**src/tpf_pkg.sv**
```systemverilog
// Shared constants and types for the timer pair and flag register block
package tpf_pkg;
    // Bus geometry
    localparam int AXI_AW = 8;
    localparam logic [1:0] RESP_OKAY = 2'h0;
    localparam logic [1:0] RESP_SLVERR = 2'h2;
    // Register byte addresses
    localparam logic [7:0] OFS_TIMER_C_DATA = 8'h00;
    localparam logic [7:0] OFS_FLAGS_ZERO = 8'h04;
    localparam logic [7:0] OFS_FLAGS_ONE = 8'h08;
    localparam logic [7:0] OFS_FLAGS_TWO = 8'h0c;
    localparam logic [7:0] OFS_TA_CTRL = 8'h10;
    localparam logic [7:0] OFS_TA_BUF_A = 8'h14;
    localparam logic [7:0] OFS_TA_BUF_B = 8'h18;
    localparam logic [7:0] OFS_WT_CTRL = 8'h1c;
    localparam logic [7:0] OFS_WT_HIGH = 8'h20;
    localparam logic [7:0] OFS_WT_LOW = 8'h24;
    localparam logic [7:0] OFS_MASK_ONE = 8'h28;
    localparam logic [7:0] OFS_MASK_TWO = 8'h2c;
    localparam logic [7:0] OFS_AUX_CTRL = 8'h30;
    // Timer A control fields
    localparam int TA_CAP_BIT = 7;
    localparam int TA_RUN_BIT = 6;
    localparam int TA_CK_LSB = 4;
    localparam int TA_MODE_BIT = 3;
    localparam logic [1:0] TA_CK_EXT = 2'h3;
    // Wide timer control fields
    localparam int WT_CONV_LSB = 6;
    localparam int WT_MODE_BIT = 4;
    localparam int WT_RUN_BIT = 3;
    // Aux control fields
    localparam int AUX_EXT0_EN_BIT = 0;
    localparam int AUX_TC_RUN_BIT = 1;
    // Prescaler tap exponents
    localparam int TA_EXP0 = 12;
    localparam int TA_EXP1 = 10;
    localparam int TA_EXP2 = 7;
    localparam int WT_EXP0 = 23;
    localparam int WT_EXP1 = 13;
    localparam int WT_EXP2 = 8;
    localparam int WT_EXP3 = 3;
    // Implemented flag positions
    localparam logic [7:0] F0_USED = 8'h33;
    localparam logic [7:0] F1_USED = 8'hef;
    localparam logic [7:0] F2_USED = 8'h7d;
    // Reset values
    localparam logic [7:0] RST_BYTE = 8'h00;
    localparam logic [22:0] RST_PRESC = 23'h000000;
    // Wide timer clock sources
    typedef enum logic [2:0] {
        WT_CK_DIV23 = 3'b000,
        WT_CK_DIV13 = 3'b001,
        WT_CK_DIV8 = 3'b010,
        WT_CK_DIV3 = 3'b011,
        WT_CK_FC = 3'b100,
        WT_CK_NONE5 = 3'b101,
        WT_CK_NONE6 = 3'b110,
        WT_CK_EXT = 3'b111
    } tpf_wt_clk_t;
endpackage : tpf_pkg

```
**src/tpf_top.sv**
```systemverilog
// Timer pair, timer C data buffer and interrupt flag registers behind AXI4-Lite
// Functional notes
// - Timer C has an 8-bit read/write data buffer.
// - External interrupt 3 keeps separate falling-edge and rising-edge seen flags.
// - Flags zero bit 1 watchdog timeout, bit 0 ext0; sticky until cleared.
// - Writing ext0 enable as 0 also clears the ext0 flag.
// - Flags one: wide timer bit 6, timer C bit 2, timer A bit 0.
// - Flags one: ext5 bit 7, conversion bit 5, ext3 bit 3, serial bit 1.
// - Flag 1 means request pending; unused flag positions read 0.
// - Software writes to flags one and two only clear, never set.
// - Reading flags one or two returns flags ANDed with their mask.
// - Flags two bit 6 rx error; cleared by software or serial disable.
// - Flags two: rx full bit 5, tx empty 4, time base 3, ext1 2.
// - Flags two bit 0 set on basic timer overflow, sticky until cleared.
// - Writing 1 to timer A control bit 7 captures count; 0 does nothing.
// - Timer A run bit 1 counts; 0 stops and clears the counter.
// - Timer A clock: Fc/2^12, Fc/2^10, Fc/2^7 or external pin.
// - Timer A mode 0 is timer/counter, 1 is capture mode.
// - Timer A buffers A and B are untouched by reset.
// - Wide timer mode bit 4: 0 timer/counter, 1 window mode.
// - Wide timer run bit 3: 1 counts, 0 stops and clears.
// - Wide clock: Fc/2^23, 2^13, 2^8, 2^3, Fc; 101/110 idle; 111 pin.
// - Wide timer data split into high byte and low byte registers.
// - Wide control bits 7:6 show the converter result's low two bits.
// - Timer C run 0 stops and clears; 1 counts.
`timescale 1ns/100ps
module tpf_top
    import tpf_pkg::*;
#(
    parameter int TC_DIV_EXP = 3
) (
    input wire logic clk_sys,
    input wire logic rst_n,
    input wire logic [AXI_AW-1:0] s_axi_awaddr,
    input wire logic s_axi_awvalid,
    output logic s_axi_awready,
    input wire logic [31:0] s_axi_wdata,
    input wire logic [3:0] s_axi_wstrb,
    input wire logic s_axi_wvalid,
    output logic s_axi_wready,
    output logic [1:0] s_axi_bresp,
    output logic s_axi_bvalid,
    input wire logic s_axi_bready,
    input wire logic [AXI_AW-1:0] s_axi_araddr,
    input wire logic s_axi_arvalid,
    output logic s_axi_arready,
    output logic [31:0] s_axi_rdata,
    output logic [1:0] s_axi_rresp,
    output logic s_axi_rvalid,
    input wire logic s_axi_rready,
    input wire logic ext0_evt,
    input wire logic wdt_timeout_evt,
    input wire logic ext1_evt,
    input wire logic ext5_evt,
    input wire logic ext3_pin,
    input wire logic conv_done_evt,
    input wire logic serial_periph_evt,
    input wire logic serial_rx_err_evt,
    input wire logic rx_full_evt,
    input wire logic tx_empty_evt,
    input wire logic time_base_evt,
    input wire logic basic_timer_ovf_evt,
    input wire logic serial_enable,
    input wire logic [1:0] conversion_low_bits,
    input wire logic timer_a_pin,
    input wire logic wide_timer_pin
);
    logic awready_ff, wready_ff, bvalid_ff, arready_ff, rvalid_ff;
    logic aw_have_ff, w_have_ff;
    logic [AXI_AW-1:0] aw_addr_ff;
    logic [31:0] w_data_ff, rdata_ff;
    logic [3:0] w_strb_ff;
    logic [1:0] bresp_ff, rresp_ff;
    logic aw_fire, w_fire, b_fire, ar_fire, r_fire, wr_do, wr_ok;
    logic [7:0] wbyte;
    logic wr_f0, wr_f1, wr_f2, wr_ta_ctrl, wr_buf_a, wr_buf_b, wr_wt_ctrl;
    logic wr_wt_hi, wr_wt_lo, wr_m1, wr_m2, wr_aux, wr_tc;
    logic [22:0] presc_ff;
    logic [7:0] timer_c_data_ff, tc_cnt_ff, ta_cnt_ff, ta_buf_a_ff, ta_buf_b_ff;
    logic [7:0] wt_hi_ff, wt_lo_ff, mask_one_ff, mask_two_ff;
    logic [15:0] wt_cnt_ff;
    logic ta_run_ff, ta_capmode_ff, wt_mode_ff, wt_run_ff, ext0_enable_ff, timer_c_run_ff;
    logic [1:0] ta_clk_sel_ff;
    tpf_wt_clk_t wt_clk_sel_ff;
    logic ta_pin_prev_ff, wt_pin_prev_ff, ext3_prev_ff;
    logic ta_tick, wt_tick, tc_tick, ta_match, ta_ovf, wt_match, tc_match, ta_soft_cap;
    logic ext3_rise, ext3_fall;
    logic [7:0] flags_zero_ff, flags_one_ff, flags_two_ff;
    logic [7:0] set0, set1, set2, clr0, clr1, clr2;
    logic [7:0] rd_byte;
    logic rd_ok;
    // Handshakes
    assign aw_fire = s_axi_awvalid & awready_ff;
    assign w_fire = s_axi_wvalid & wready_ff;
    assign b_fire = bvalid_ff & s_axi_bready;
    assign ar_fire = s_axi_arvalid & arready_ff;
    assign r_fire = rvalid_ff & s_axi_rready;
    assign wr_do = aw_have_ff & w_have_ff & ~bvalid_ff;
    // Write address and data capture, either order
    always_ff @(posedge clk_sys or negedge rst_n) begin
        if (!rst_n) begin
            aw_have_ff <= 1'b0;
            w_have_ff <= 1'b0;
            aw_addr_ff <= '0;
            w_data_ff <= 32'h00000000;
            w_strb_ff <= 4'h0;
        end else begin
            if (aw_fire) begin
                aw_have_ff <= 1'b1;
                aw_addr_ff <= s_axi_awaddr;
            end else if (wr_do) begin
                aw_have_ff <= 1'b0;
            end
            if (w_fire) begin
                w_have_ff <= 1'b1;
                w_data_ff <= s_axi_wdata;
                w_strb_ff <= s_axi_wstrb;
            end else if (wr_do) begin
                w_have_ff <= 1'b0;
            end
        end
    end
    // Write channel readiness and response
    always_ff @(posedge clk_sys or negedge rst_n) begin
        if (!rst_n) begin
            awready_ff <= 1'b1;
            wready_ff <= 1'b1;
            bvalid_ff <= 1'b0;
            bresp_ff <= RESP_OKAY;
        end else begin
            if (aw_fire) awready_ff <= 1'b0;
            else if (b_fire) awready_ff <= 1'b1;
            if (w_fire) wready_ff <= 1'b0;
            else if (b_fire) wready_ff <= 1'b1;
            if (wr_do) begin
                bvalid_ff <= 1'b1;
                bresp_ff <= wr_ok ? RESP_OKAY : RESP_SLVERR;
            end else if (b_fire) begin
                bvalid_ff <= 1'b0;
            end
        end
    end
    // Address decode for writes; only byte lane 0 holds register bits
    assign wbyte = w_data_ff[7:0];
    always_comb begin
        wr_ok = 1'b1;
        {wr_f0, wr_f1, wr_f2, wr_ta_ctrl, wr_buf_a, wr_buf_b, wr_wt_ctrl} = 7'h00;
        {wr_wt_hi, wr_wt_lo, wr_m1, wr_m2, wr_aux, wr_tc} = 6'h00;
        case (aw_addr_ff)
            OFS_TIMER_C_DATA: wr_tc = wr_do & w_strb_ff[0];
            OFS_FLAGS_ZERO: wr_f0 = wr_do & w_strb_ff[0];
            OFS_FLAGS_ONE: wr_f1 = wr_do & w_strb_ff[0];
            OFS_FLAGS_TWO: wr_f2 = wr_do & w_strb_ff[0];
            OFS_TA_CTRL: wr_ta_ctrl = wr_do & w_strb_ff[0];
            OFS_TA_BUF_A: wr_buf_a = wr_do & w_strb_ff[0];
            OFS_TA_BUF_B: wr_buf_b = wr_do & w_strb_ff[0];
            OFS_WT_CTRL: wr_wt_ctrl = wr_do & w_strb_ff[0];
            OFS_WT_HIGH: wr_wt_hi = wr_do & w_strb_ff[0];
            OFS_WT_LOW: wr_wt_lo = wr_do & w_strb_ff[0];
            OFS_MASK_ONE: wr_m1 = wr_do & w_strb_ff[0];
            OFS_MASK_TWO: wr_m2 = wr_do & w_strb_ff[0];
            OFS_AUX_CTRL: wr_aux = wr_do & w_strb_ff[0];
            default: wr_ok = 1'b0;
        endcase
    end
    // Control registers
    always_ff @(posedge clk_sys or negedge rst_n) begin
        if (!rst_n) begin
            timer_c_data_ff <= RST_BYTE;
            ta_run_ff <= 1'b0;
            ta_clk_sel_ff <= 2'h0;
            ta_capmode_ff <= 1'b0;
            wt_mode_ff <= 1'b0;
            wt_run_ff <= 1'b0;
            wt_clk_sel_ff <= WT_CK_DIV23;
            wt_hi_ff <= RST_BYTE;
            wt_lo_ff <= RST_BYTE;
            mask_one_ff <= RST_BYTE;
            mask_two_ff <= RST_BYTE;
            ext0_enable_ff <= 1'b0;
            timer_c_run_ff <= 1'b0;
        end else begin
            if (wr_tc) timer_c_data_ff <= wbyte;
            if (wr_ta_ctrl) begin
                ta_run_ff <= wbyte[TA_RUN_BIT];
                ta_clk_sel_ff <= wbyte[TA_CK_LSB+:2];
                ta_capmode_ff <= wbyte[TA_MODE_BIT];
            end
            if (wr_wt_ctrl) begin
                wt_mode_ff <= wbyte[WT_MODE_BIT];
                wt_run_ff <= wbyte[WT_RUN_BIT];
                wt_clk_sel_ff <= tpf_wt_clk_t'(wbyte[2:0]);
            end
            if (wr_wt_hi) wt_hi_ff <= wbyte;
            if (wr_wt_lo) wt_lo_ff <= wbyte;
            if (wr_m1) mask_one_ff <= wbyte;
            if (wr_m2) mask_two_ff <= wbyte;
            if (wr_aux) begin
                ext0_enable_ff <= wbyte[AUX_EXT0_EN_BIT];
                timer_c_run_ff <= wbyte[AUX_TC_RUN_BIT];
            end
        end
    end
    // Capture strobe; a 0 in the capture bit does nothing
    assign ta_soft_cap = wr_ta_ctrl & wbyte[TA_CAP_BIT];
    // Timer A buffers carry no reset
    always_ff @(posedge clk_sys) begin
        if (wr_buf_a) ta_buf_a_ff <= wbyte;
        if (ta_soft_cap) ta_buf_b_ff <= ta_cnt_ff;
        else if (wr_buf_b) ta_buf_b_ff <= wbyte;
    end
    // Free prescaler and pin edge history
    always_ff @(posedge clk_sys or negedge rst_n) begin
        if (!rst_n) begin
            presc_ff <= RST_PRESC;
            ta_pin_prev_ff <= 1'b0;
            wt_pin_prev_ff <= 1'b0;
            ext3_prev_ff <= 1'b0;
        end else begin
            presc_ff <= presc_ff + 23'h000001;
            ta_pin_prev_ff <= timer_a_pin;
            wt_pin_prev_ff <= wide_timer_pin;
            ext3_prev_ff <= ext3_pin;
        end
    end
    // Timer A count clock select
    always_comb begin
        case (ta_clk_sel_ff)
            2'h0: ta_tick = &presc_ff[TA_EXP0-1:0];
            2'h1: ta_tick = &presc_ff[TA_EXP1-1:0];
            2'h2: ta_tick = &presc_ff[TA_EXP2-1:0];
            default: ta_tick = timer_a_pin & ~ta_pin_prev_ff;
        endcase
    end
    // Wide timer count clock select; window mode gates on the pin
    always_comb begin
        case (wt_clk_sel_ff)
            WT_CK_DIV23: wt_tick = &presc_ff[WT_EXP0-1:0];
            WT_CK_DIV13: wt_tick = &presc_ff[WT_EXP1-1:0];
            WT_CK_DIV8: wt_tick = &presc_ff[WT_EXP2-1:0];
            WT_CK_DIV3: wt_tick = &presc_ff[WT_EXP3-1:0];
            WT_CK_FC: wt_tick = 1'b1;
            WT_CK_EXT: wt_tick = wide_timer_pin & ~wt_pin_prev_ff;
            default: wt_tick = 1'b0;
        endcase
        if (wt_mode_ff && !wide_timer_pin) wt_tick = 1'b0;
    end
    assign tc_tick = &presc_ff[TC_DIV_EXP-1:0];
    assign ta_match = ta_run_ff & ta_tick & ~ta_capmode_ff & (ta_cnt_ff == ta_buf_a_ff);
    assign ta_ovf = ta_run_ff & ta_tick & ta_capmode_ff & (ta_cnt_ff == 8'hff);
    assign wt_match = wt_run_ff & wt_tick & (wt_cnt_ff == {wt_hi_ff, wt_lo_ff});
    assign tc_match = timer_c_run_ff & tc_tick & (tc_cnt_ff == timer_c_data_ff);
    // Timer A counter
    always_ff @(posedge clk_sys or negedge rst_n) begin
        if (!rst_n) ta_cnt_ff <= RST_BYTE;
        else if (!ta_run_ff) ta_cnt_ff <= RST_BYTE;
        else if (ta_match) ta_cnt_ff <= RST_BYTE;
        else if (ta_tick) ta_cnt_ff <= ta_cnt_ff + 8'h01;
    end
    // Wide timer counter
    always_ff @(posedge clk_sys or negedge rst_n) begin
        if (!rst_n) wt_cnt_ff <= 16'h0000;
        else if (!wt_run_ff) wt_cnt_ff <= 16'h0000;
        else if (wt_match) wt_cnt_ff <= 16'h0000;
        else if (wt_tick) wt_cnt_ff <= wt_cnt_ff + 16'h0001;
    end
    // Timer C counter
    always_ff @(posedge clk_sys or negedge rst_n) begin
        if (!rst_n) tc_cnt_ff <= RST_BYTE;
        else if (!timer_c_run_ff) tc_cnt_ff <= RST_BYTE;
        else if (tc_match) tc_cnt_ff <= RST_BYTE;
        else if (tc_tick) tc_cnt_ff <= tc_cnt_ff + 8'h01;
    end
    // Flag set and clear terms; a set always beats a clear
    assign ext3_rise = ext3_pin & ~ext3_prev_ff;
    assign ext3_fall = ~ext3_pin & ext3_prev_ff;
    assign set0 = {2'b00, ext3_fall, ext3_rise, 2'b00, wdt_timeout_evt,
                   ext0_evt & ext0_enable_ff};
    assign set1 = {ext5_evt, wt_match, conv_done_evt, 1'b0, ext3_rise | ext3_fall,
                   tc_match, serial_periph_evt, ta_match | ta_ovf};
    assign set2 = {1'b0, serial_rx_err_evt, rx_full_evt, tx_empty_evt, time_base_evt,
                   ext1_evt, 1'b0, basic_timer_ovf_evt};
    assign clr0 = (wr_f0 ? ~wbyte : 8'h00)
                | {7'h00, wr_aux & ~wbyte[AUX_EXT0_EN_BIT]};
    assign clr1 = wr_f1 ? ~wbyte : 8'h00;
    assign clr2 = (wr_f2 ? ~wbyte : 8'h00) | {1'b0, ~serial_enable, 6'h00};
    // Sticky flag registers; unused positions held at 0
    always_ff @(posedge clk_sys or negedge rst_n) begin
        if (!rst_n) begin
            flags_zero_ff <= RST_BYTE;
            flags_one_ff <= RST_BYTE;
            flags_two_ff <= RST_BYTE;
        end else begin
            flags_zero_ff <= ((flags_zero_ff & ~clr0) | set0) & F0_USED;
            flags_one_ff <= ((flags_one_ff & ~clr1) | set1) & F1_USED;
            flags_two_ff <= ((flags_two_ff & ~clr2) | set2) & F2_USED;
        end
    end
    // Read data selection
    always_comb begin
        rd_ok = 1'b1;
        rd_byte = 8'h00;
        case (s_axi_araddr)
            OFS_TIMER_C_DATA: rd_byte = timer_c_data_ff;
            OFS_FLAGS_ZERO: rd_byte = flags_zero_ff;
            OFS_FLAGS_ONE: rd_byte = flags_one_ff & mask_one_ff;
            OFS_FLAGS_TWO: rd_byte = flags_two_ff & mask_two_ff;
            OFS_TA_CTRL: rd_byte = {1'b0, ta_run_ff, ta_clk_sel_ff, ta_capmode_ff, 3'h0};
            OFS_TA_BUF_A: rd_byte = ta_buf_a_ff;
            OFS_TA_BUF_B: rd_byte = ta_buf_b_ff;
            OFS_WT_CTRL: rd_byte = {conversion_low_bits, 1'b0, wt_mode_ff, wt_run_ff,
                                    wt_clk_sel_ff};
            OFS_WT_HIGH: rd_byte = wt_hi_ff;
            OFS_WT_LOW: rd_byte = wt_lo_ff;
            OFS_MASK_ONE: rd_byte = mask_one_ff;
            OFS_MASK_TWO: rd_byte = mask_two_ff;
            OFS_AUX_CTRL: rd_byte = {6'h00, timer_c_run_ff, ext0_enable_ff};
            default: rd_ok = 1'b0;
        endcase
    end
    // Read channel
    always_ff @(posedge clk_sys or negedge rst_n) begin
        if (!rst_n) begin
            arready_ff <= 1'b1;
            rvalid_ff <= 1'b0;
            rdata_ff <= 32'h00000000;
            rresp_ff <= RESP_OKAY;
        end else if (ar_fire) begin
            arready_ff <= 1'b0;
            rvalid_ff <= 1'b1;
            rdata_ff <= {24'h000000, rd_byte};
            rresp_ff <= rd_ok ? RESP_OKAY : RESP_SLVERR;
        end else if (r_fire) begin
            arready_ff <= 1'b1;
            rvalid_ff <= 1'b0;
        end
    end
    assign s_axi_awready = awready_ff;
    assign s_axi_wready = wready_ff;
    assign s_axi_bvalid = bvalid_ff;
    assign s_axi_bresp = bresp_ff;
    assign s_axi_arready = arready_ff;
    assign s_axi_rvalid = rvalid_ff;
    assign s_axi_rdata = rdata_ff;
    assign s_axi_rresp = rresp_ff;
endmodule : tpf_top

```
**config.mk**
```make
export PLATFORM = sky130hd
export DESIGN_NAME = tpf_top
export DESIGN_NICKNAME = d
export VERILOG_FILES = /design/src/tpf_pkg.sv /design/src/tpf_top.sv
export SDC_FILE = /design/constraint.sdc
export NUM_CORES = 1
export LEC_CHECK = 0
export BUFFER_PORTS_ARGS = -buffer_cell sky130_fd_sc_hd__buf_2
export CORE_ASPECT_RATIO = 1.2
export CORE_MARGIN = 3
export CORE_UTILIZATION = 54
export CTS_BUF_LIST = sky130_fd_sc_hd__clkbuf_2 sky130_fd_sc_hd__clkbuf_4 sky130_fd_sc_hd__clkbuf_8
export DETAILED_ROUTE_END_ITERATION = 12
export PLACE_DENSITY = 0.78
export SKIP_LAST_GASP = 1
export SLEW_MARGIN = 15
export SYNTH_ARGS = -nofsm -noshare
export SYNTH_HDL_FRONTEND = slang
export SYNTH_SLANG_ARGS = --single-unit
export TNS_END_PERCENT = 1
```
**constraint.sdc**
```tcl
create_clock -name clk_sys -period 2.8 [get_ports clk_sys]
set_input_delay 0.56 -clock clk_sys [delete_from_list [all_inputs] [get_ports clk_sys]]
set_output_delay 0.56 -clock clk_sys [all_outputs]
set_load 0.03 [all_outputs]
```
==> results.toml, run 1 <==
[setup_path]
worstPathRequired_ns = 3.12
rr_endpoint = "wt_cnt_ff[9]"
critPathArrivalTime_ns = 2.84
rr_startpoint = "presc_ff[0]"
path_max_fanout = 16
cp-end-kind = "flip-flop"
r2r_cells = 9
startpoint_type = "flip-flop"
crit_type = "flip-flop to flip-flop"
rrSetupSlack_ns = 0.28

[layout]
largest_reg_flops = 23
areaGrowthSynthToFinish_pct = 10.6
fillers = 1353
drive_gt1_share_pct = 24.6
seqCellArea_sq_um = 4490
most-common-layout-cells = "157 x dfrtp_1, 78 x mux2_2, 66 x nand2_1"
largest_register = "presc_ff"
final_nets = 995
final_common_cell = "dfrtp_1"
num_antenna_cells = 0
multi_input_area_sq_um = 4230
largestRegisters = "presc_ff x23, wt_cnt_ff x16"

[global_routing]
overflow = 0
antenna_found_initial = 0
grtUsageTotal_pct = 24.7
grt_pass1_wl_um = 35100
grt_pass1_vias = 6691
grt_max_degree = 53

[route]
route.met2.wl_um = 10400
via_count = 6805
met3_length_um = 1540
routed_wl_um = 21700
dr.pass1.iters = 6
avgRoutedWirePerCell_um = 19.1
wl_met1_um = 9010
via_per_inst = 5.99
routed.top_layer = "met4"
drc = 0
detail-route-antenna-nets = 0
drt_iter0_drc = 704

[clock_tree]
clkSlewWorstSetupHoldPaths_ns = 0.09
tritoncts = "built"
holdBufCountCts = 1
root_buffer = "clkbuf_8"
post_cts_buffers = 0
h-tree-depth = 4
clk_path_buf_depth = 2
cts_sinks = 176
cts_resized = 0
cts_buffers = 17
clock_latency_ns = 0.47

[floorplan]
die_x_um = 124
initial_utilization_pct = 55.2
fp.dieH_um = 148
ios = 117
core-area_sq_um = 16300
dieArea_sq_um = 18300
std_cell_rows = 51

[pwr]
p_per_area_nw_per_um2 = 593
p_leak_nw = 4.37
ir_drop_v = 0.000570

[synth]
synth_xor_area_share_pct = 5.34
netlist_instances = 843
synth_cell_type_count = 65
async_flop_share_pct = 90.9
synthMuxAreaShare_pct = 10.7
synth_top_family_by_area = "simple AND/OR/NAND/NOR gates"
syn_area_sq_um = 9020
synth_edf_count = 16
synth-seq-cells = 176
synth_simple_gate_area_share_pct = 17.1
yosys_warnings = 0
synth_adder_area_share_pct = 0.971
synth_flop_cell = "dfrtp_1"
post_synth.cell_area_avg_sq_um = 10.7
synth-seq-area-share_pct = 49.7
synth_compound_area_share_pct = 11.6

[timing]
fmax_ghz = 0.397
period_minus_slack_ns = 2.52
timing.final.crit_share_pct = 90.0
skew_ns = 0.0185
max_slew_margin_pct = 36.2
tns_ns = 0
rsz0062_at_grt = "no"
finalSetupViolations = 0
setup_ws_ns = 0.281
tightest_slew_ns = 0.944
report.final.hold_viol_count = 0
maxSlewViolCount = 0

[worst_hold_path]
worstHoldStart = "timer_a_pin"
hold_depth = 1
hold_end = "ta_pin_prev_ff"
hp-class = "primary input to flip-flop"

[placed_design]
gp_congestion = 0.944
io_buffer_count = 63
pre_cts_slack_ns = 0.286
dp_hpwl_um = 15700

[outcome]
outcome = "complete, no violations"

[job]
maxCapViolCount = 0
## worst max-delay path, cell delays in order (launching register included)
cell and delay (ns):
dfrtp_1 0.40, ha_1 0.19, nand3_1 0.24, buf_4 0.24, nor4_4 0.31, a21oi_1 0.14, o21a_1 0.27, buf_4 0.23
o31ai_1 0.26, a21oi_1 0.10
## worst max-delay path by stage
| stage | startpoint | to | slack [ns] | depth (start not counted) |
|---|---|---|---|---|
| after floorplan | s_axi_bvalid | ta_buf_b_ff[0] | 0.09 | 5 |
| after global placement | presc_ff[0] | wt_cnt_ff[13] | 0.37 | 9 |
| after detailed placement | presc_ff[0] | wt_cnt_ff[5] | 0.29 | 9 |
| after CTS | presc_ff[0] | ta_cnt_ff[2] | 0.26 | 7 |
| after global routing | presc_ff[0] | ta_cnt_ff[5] | 0.03 | 7 |
| final | presc_ff[0] | wt_cnt_ff[9] | 0.28 | 9 |
## metrics by stage
stage | instances | hold WS, ns | util [%] | total power (W) | area [sq um]
floorplan | 868 | 0.264 | - | 0.00377 | 9120
detailed placement | 1104 | 0.453 | 58.6 | 0.00417 | 9570
CTS | 1137 | 0.187 | 61.1 | 0.00594 | 9980
finish | 1137 | 0.222 | 61.1 | 0.00592 | 9980
global placement | 1104 | 0.452 | 58.6 | 0.00414 | 9570
global route | 1137 | 0.196 | 61.1 | 0.00617 | 9980
## layout make-up
type                    count  area share (%)
multi-input cells         612            42.4
repair buffers             91            5.48
clock buffers              18            2.42
well taps                 212            2.66
inverters                  14           0.526
clock inverters            14            1.57
flip-flops and latches    176            45.0
## synth_stat cells, drive strengths merged (8+ instances only)
cell    number  share of area, %
a21boi       9              0.75
a21oi       24               1.3
a22oi       10              0.83
and3        14              0.97
buf         32               2.5
clkbuf      34               1.4
dfrtp      157                44
edfxtp      16               5.3
inv         14              0.58
mux2        78               9.7
mux2i        9               1.0
nand2       69               3.1
nand2b      13              0.90
nand3       35               2.1
nand4       16               1.1
nand4b       9              0.87
nor2        52               2.2
nor2b       11              0.76
nor3        13              0.83
nor4         8              0.93
o21ai       56               3.1
o31ai       19               1.6
xnor2       44               4.3
xor2        11               1.1
## logic make-up (layout without fill, tap and decap cells)
kind of cell               count (synthesis)  in the layout
AOI/OAI and AO/OA                        162            162
xor gates and xnor gates                  55             55
adders and majority gates                  7              7
buffers and inverters                     80            137
DFF                                      176            176
muxes                                     87             87
other                                      1             26
and+or+nand+nor                          275            275
## power breakdown
group | total (W) | internal (W) | switching (W)
logic | 0.000879 | 0.000387 | 0.000491
clock network | 0.00178 | 0.000818 | 0.000967
registers | 0.00325 | 0.00280 | 0.000454
## routing by layer
metal / vias to the layer above / GRT usage, %
met5: - / 0
met2: 297 / 38.9
met4: 0 / 9.70
li1: 3139 / -
met3: 58 / 4.86
met1: 3311 / 33.9
Power figures use the tool's default switching activity.
==> run 2, diff against run 1 <==
CORE_UTILIZATION = 55   (was 54)
PLACE_DENSITY = 0.76   (was 0.78)
clock period = 2.5 ns   (was 2.8 ns; I/O delays follow)
==> run 2 against run 1 <==
Total power is 12% higher. First-iteration DRC count fell by 24%. Combinational power is 16% higher. Flip-flop and latch count unchanged. Maximum frequency is 6.7% higher. Sequential share of layout area decreased by 0.25 points. Clock skew is 0.0093 ns lower. Clock-buffer cell count is 1 lower. Core utilization increased by 2.3 points. Largest power group unchanged. Routed wire length is 0.93% lower. Via count fell by 1.1%.
==> results.toml, run 2 (synthesized netlist as in run 1, its figures left out) <==
[outcome]
outcome = "complete, no violations"

[pwr]
p_per_area_nw_per_um2 = 660
combPwrFrac_pct = 15.4
switching_share_pct = 31.3
ir_drop_v = 0.000680
p_leak_nw = 4.39
power.internal_w = 0.00455
p_clk_share_pct = 30.5
seqPwrFrac_pct = 54.2
p_sw_w = 0.00208

[setup_path]
crit_type = "flip-flop to flip-flop"
cp-end-kind = "flip-flop"
startpoint_type = "flip-flop"
worstPathRequired_ns = 2.69
path_max_fanout = 8
critPathArrivalTime_ns = 2.55

[timing]
skew_ns = 0.00929
holdWs_ns = 0.148
max_slew_margin_pct = 32.8
rsz0062_at_grt = "yes"
finalSetupViolations = 0
period_minus_slack_ns = 2.36
maxSlewViolCount = 0
tightest_slew_ns = 1.00
fmax_ghz = 0.424
setup_ws_ns = 0.139
report.final.hold_viol_count = 0
timing.final.crit_share_pct = 94.4

[layout]
final_common_cell = "dfrtp_1"
largest_reg_flops = 23
fillers = 1309
num_antenna_cells = 0
largest_register = "presc_ff"
final_nets = 997
multi_input_area_sq_um = 4260
seqCellArea_sq_um = 4490
final_cells = 1135
areaGrowthSynthToFinish_pct = 11.3
post-route-cell-area_sq_um = 10000
largestRegisters = "presc_ff x23, wt_cnt_ff x16"
most-common-layout-cells = "157 x dfrtp_1, 78 x mux2_2, 66 x nand2_1"
drive_gt1_share_pct = 25.0

[placed_design]
gp_congestion = 0.925
pre_cts_slack_ns = 0.0784
numPlacedInstances = 1102
dp_hpwl_um = 15600
io_buffer_count = 63
postPlaceCellArea_sq_um = 9610

[route]
drc = 0
via_count = 6727
via_per_inst = 5.93
dr.pass1.iters = 5
routed_wl_um = 21500
drt_iter0_drc = 538
detail-route-antenna-nets = 0
avgRoutedWirePerCell_um = 18.9

[global_routing]
grtUsageTotal_pct = 25.0
overflow = 0
grt_pass1_vias = 6519
antenna_found_initial = 0
grt_max_degree = 57
grt_pass1_wl_um = 34700

[clock_tree]
post_cts_buffers = 0
cts_sinks = 176
h-tree-depth = 4
cts_buffers = 17
tritoncts = "built"
clock_latency_ns = 0.47
root_buffer = "clkbuf_8"
clkSlewWorstSetupHoldPaths_ns = 0.09
clk_path_buf_depth = 2

[floorplan]
fp.dieH_um = 146
dieArea_sq_um = 18000
initial_utilization_pct = 57.0
die_x_um = 123
std_cell_rows = 50
ios = 117
core-area_sq_um = 15800

[job]
maxCapViolCount = 0

[worst_hold_path]
hp-class = "primary input to flip-flop"
run 2: worst max-delay path, cell delays in order, from the launching register on:
cell	delay (ns)
dfrtp_1	0.38
nand3b_4	0.17
or4b_4	0.59
or3b_2	0.55
o31ai_4	0.23
buf_12	0.16
run 2: through the flow:
stage | utilization, % | total power [W] | setup TNS, ns
6_report | 63.4 | 0.00663 | 0
3_5_place_dp | 60.7 | 0.00467 | 0
5_1_grt | 63.4 | 0.00694 | -0.000920
4_1_cts | 63.3 | 0.00667 | 0
3_3_place_gp | 60.7 | 0.00463 | 0
2_1_floorplan | - | 0.00423 | -0.646
run 2: per-layer routing:
layer	global-route usage, %	vias up	share of wire [%]
li1	-	3138	-
met1	34.6	3304	43
met2	38.8	236	48
met3	5.19	49	6.1
met4	9.36	0	3.0
met5	0	-	0
run 2: what timing repair did:
action	4_1_cts	5_1_grt
endpoints found under the setup margin	0	5
gates resized for setup	0	3
hold endpoints to repair	29	0
hold buffers	1	0
run 2: worst paths after layout:
| path | from | to | slack [ns] | cells past startpoint |
|---|---|---|---|---|
| worst max register to register | s_axi_bvalid | ta_buf_b_ff[5] | 0.14 | 5 |
| worst min register to register | presc_ff[22] | presc_ff[22] | 0.47 | 1 |
| min in group asynchronous | rst_n | presc_ff[18] | 0.55 | 2 |
| max in group asynchronous | rst_n | s_axi_arready | 1.22 | 3 |
| worst min-delay path | timer_a_pin | ta_pin_prev_ff | 0.15 | 1 |
| worst max-delay path | s_axi_bvalid | ta_buf_b_ff[5] | 0.14 | 5 |
run 2: final cells by class:
type                       instances  area share, %
inverter                          14          0.523
clock buffer                      17           2.33
sequential                       176           44.7
clock inverter                    15           1.67
timing repair buffer              93           5.72
multi-input combinational        612           42.5
tap                              208           2.59
run 2: power groups by stage:
stage | sequential [W] | clock, W | combinational [W]
2_1_floorplan | 0.00338 | 0 | 0.000852
3_3_place_gp | 0.00364 | 0 | 0.000993
3_5_place_dp | 0.00365 | 0 | 0.00102
4_1_cts | 0.00359 | 0.00205 | 0.00103
5_1_grt | 0.00364 | 0.00217 | 0.00113
6_report | 0.00359 | 0.00202 | 0.00102
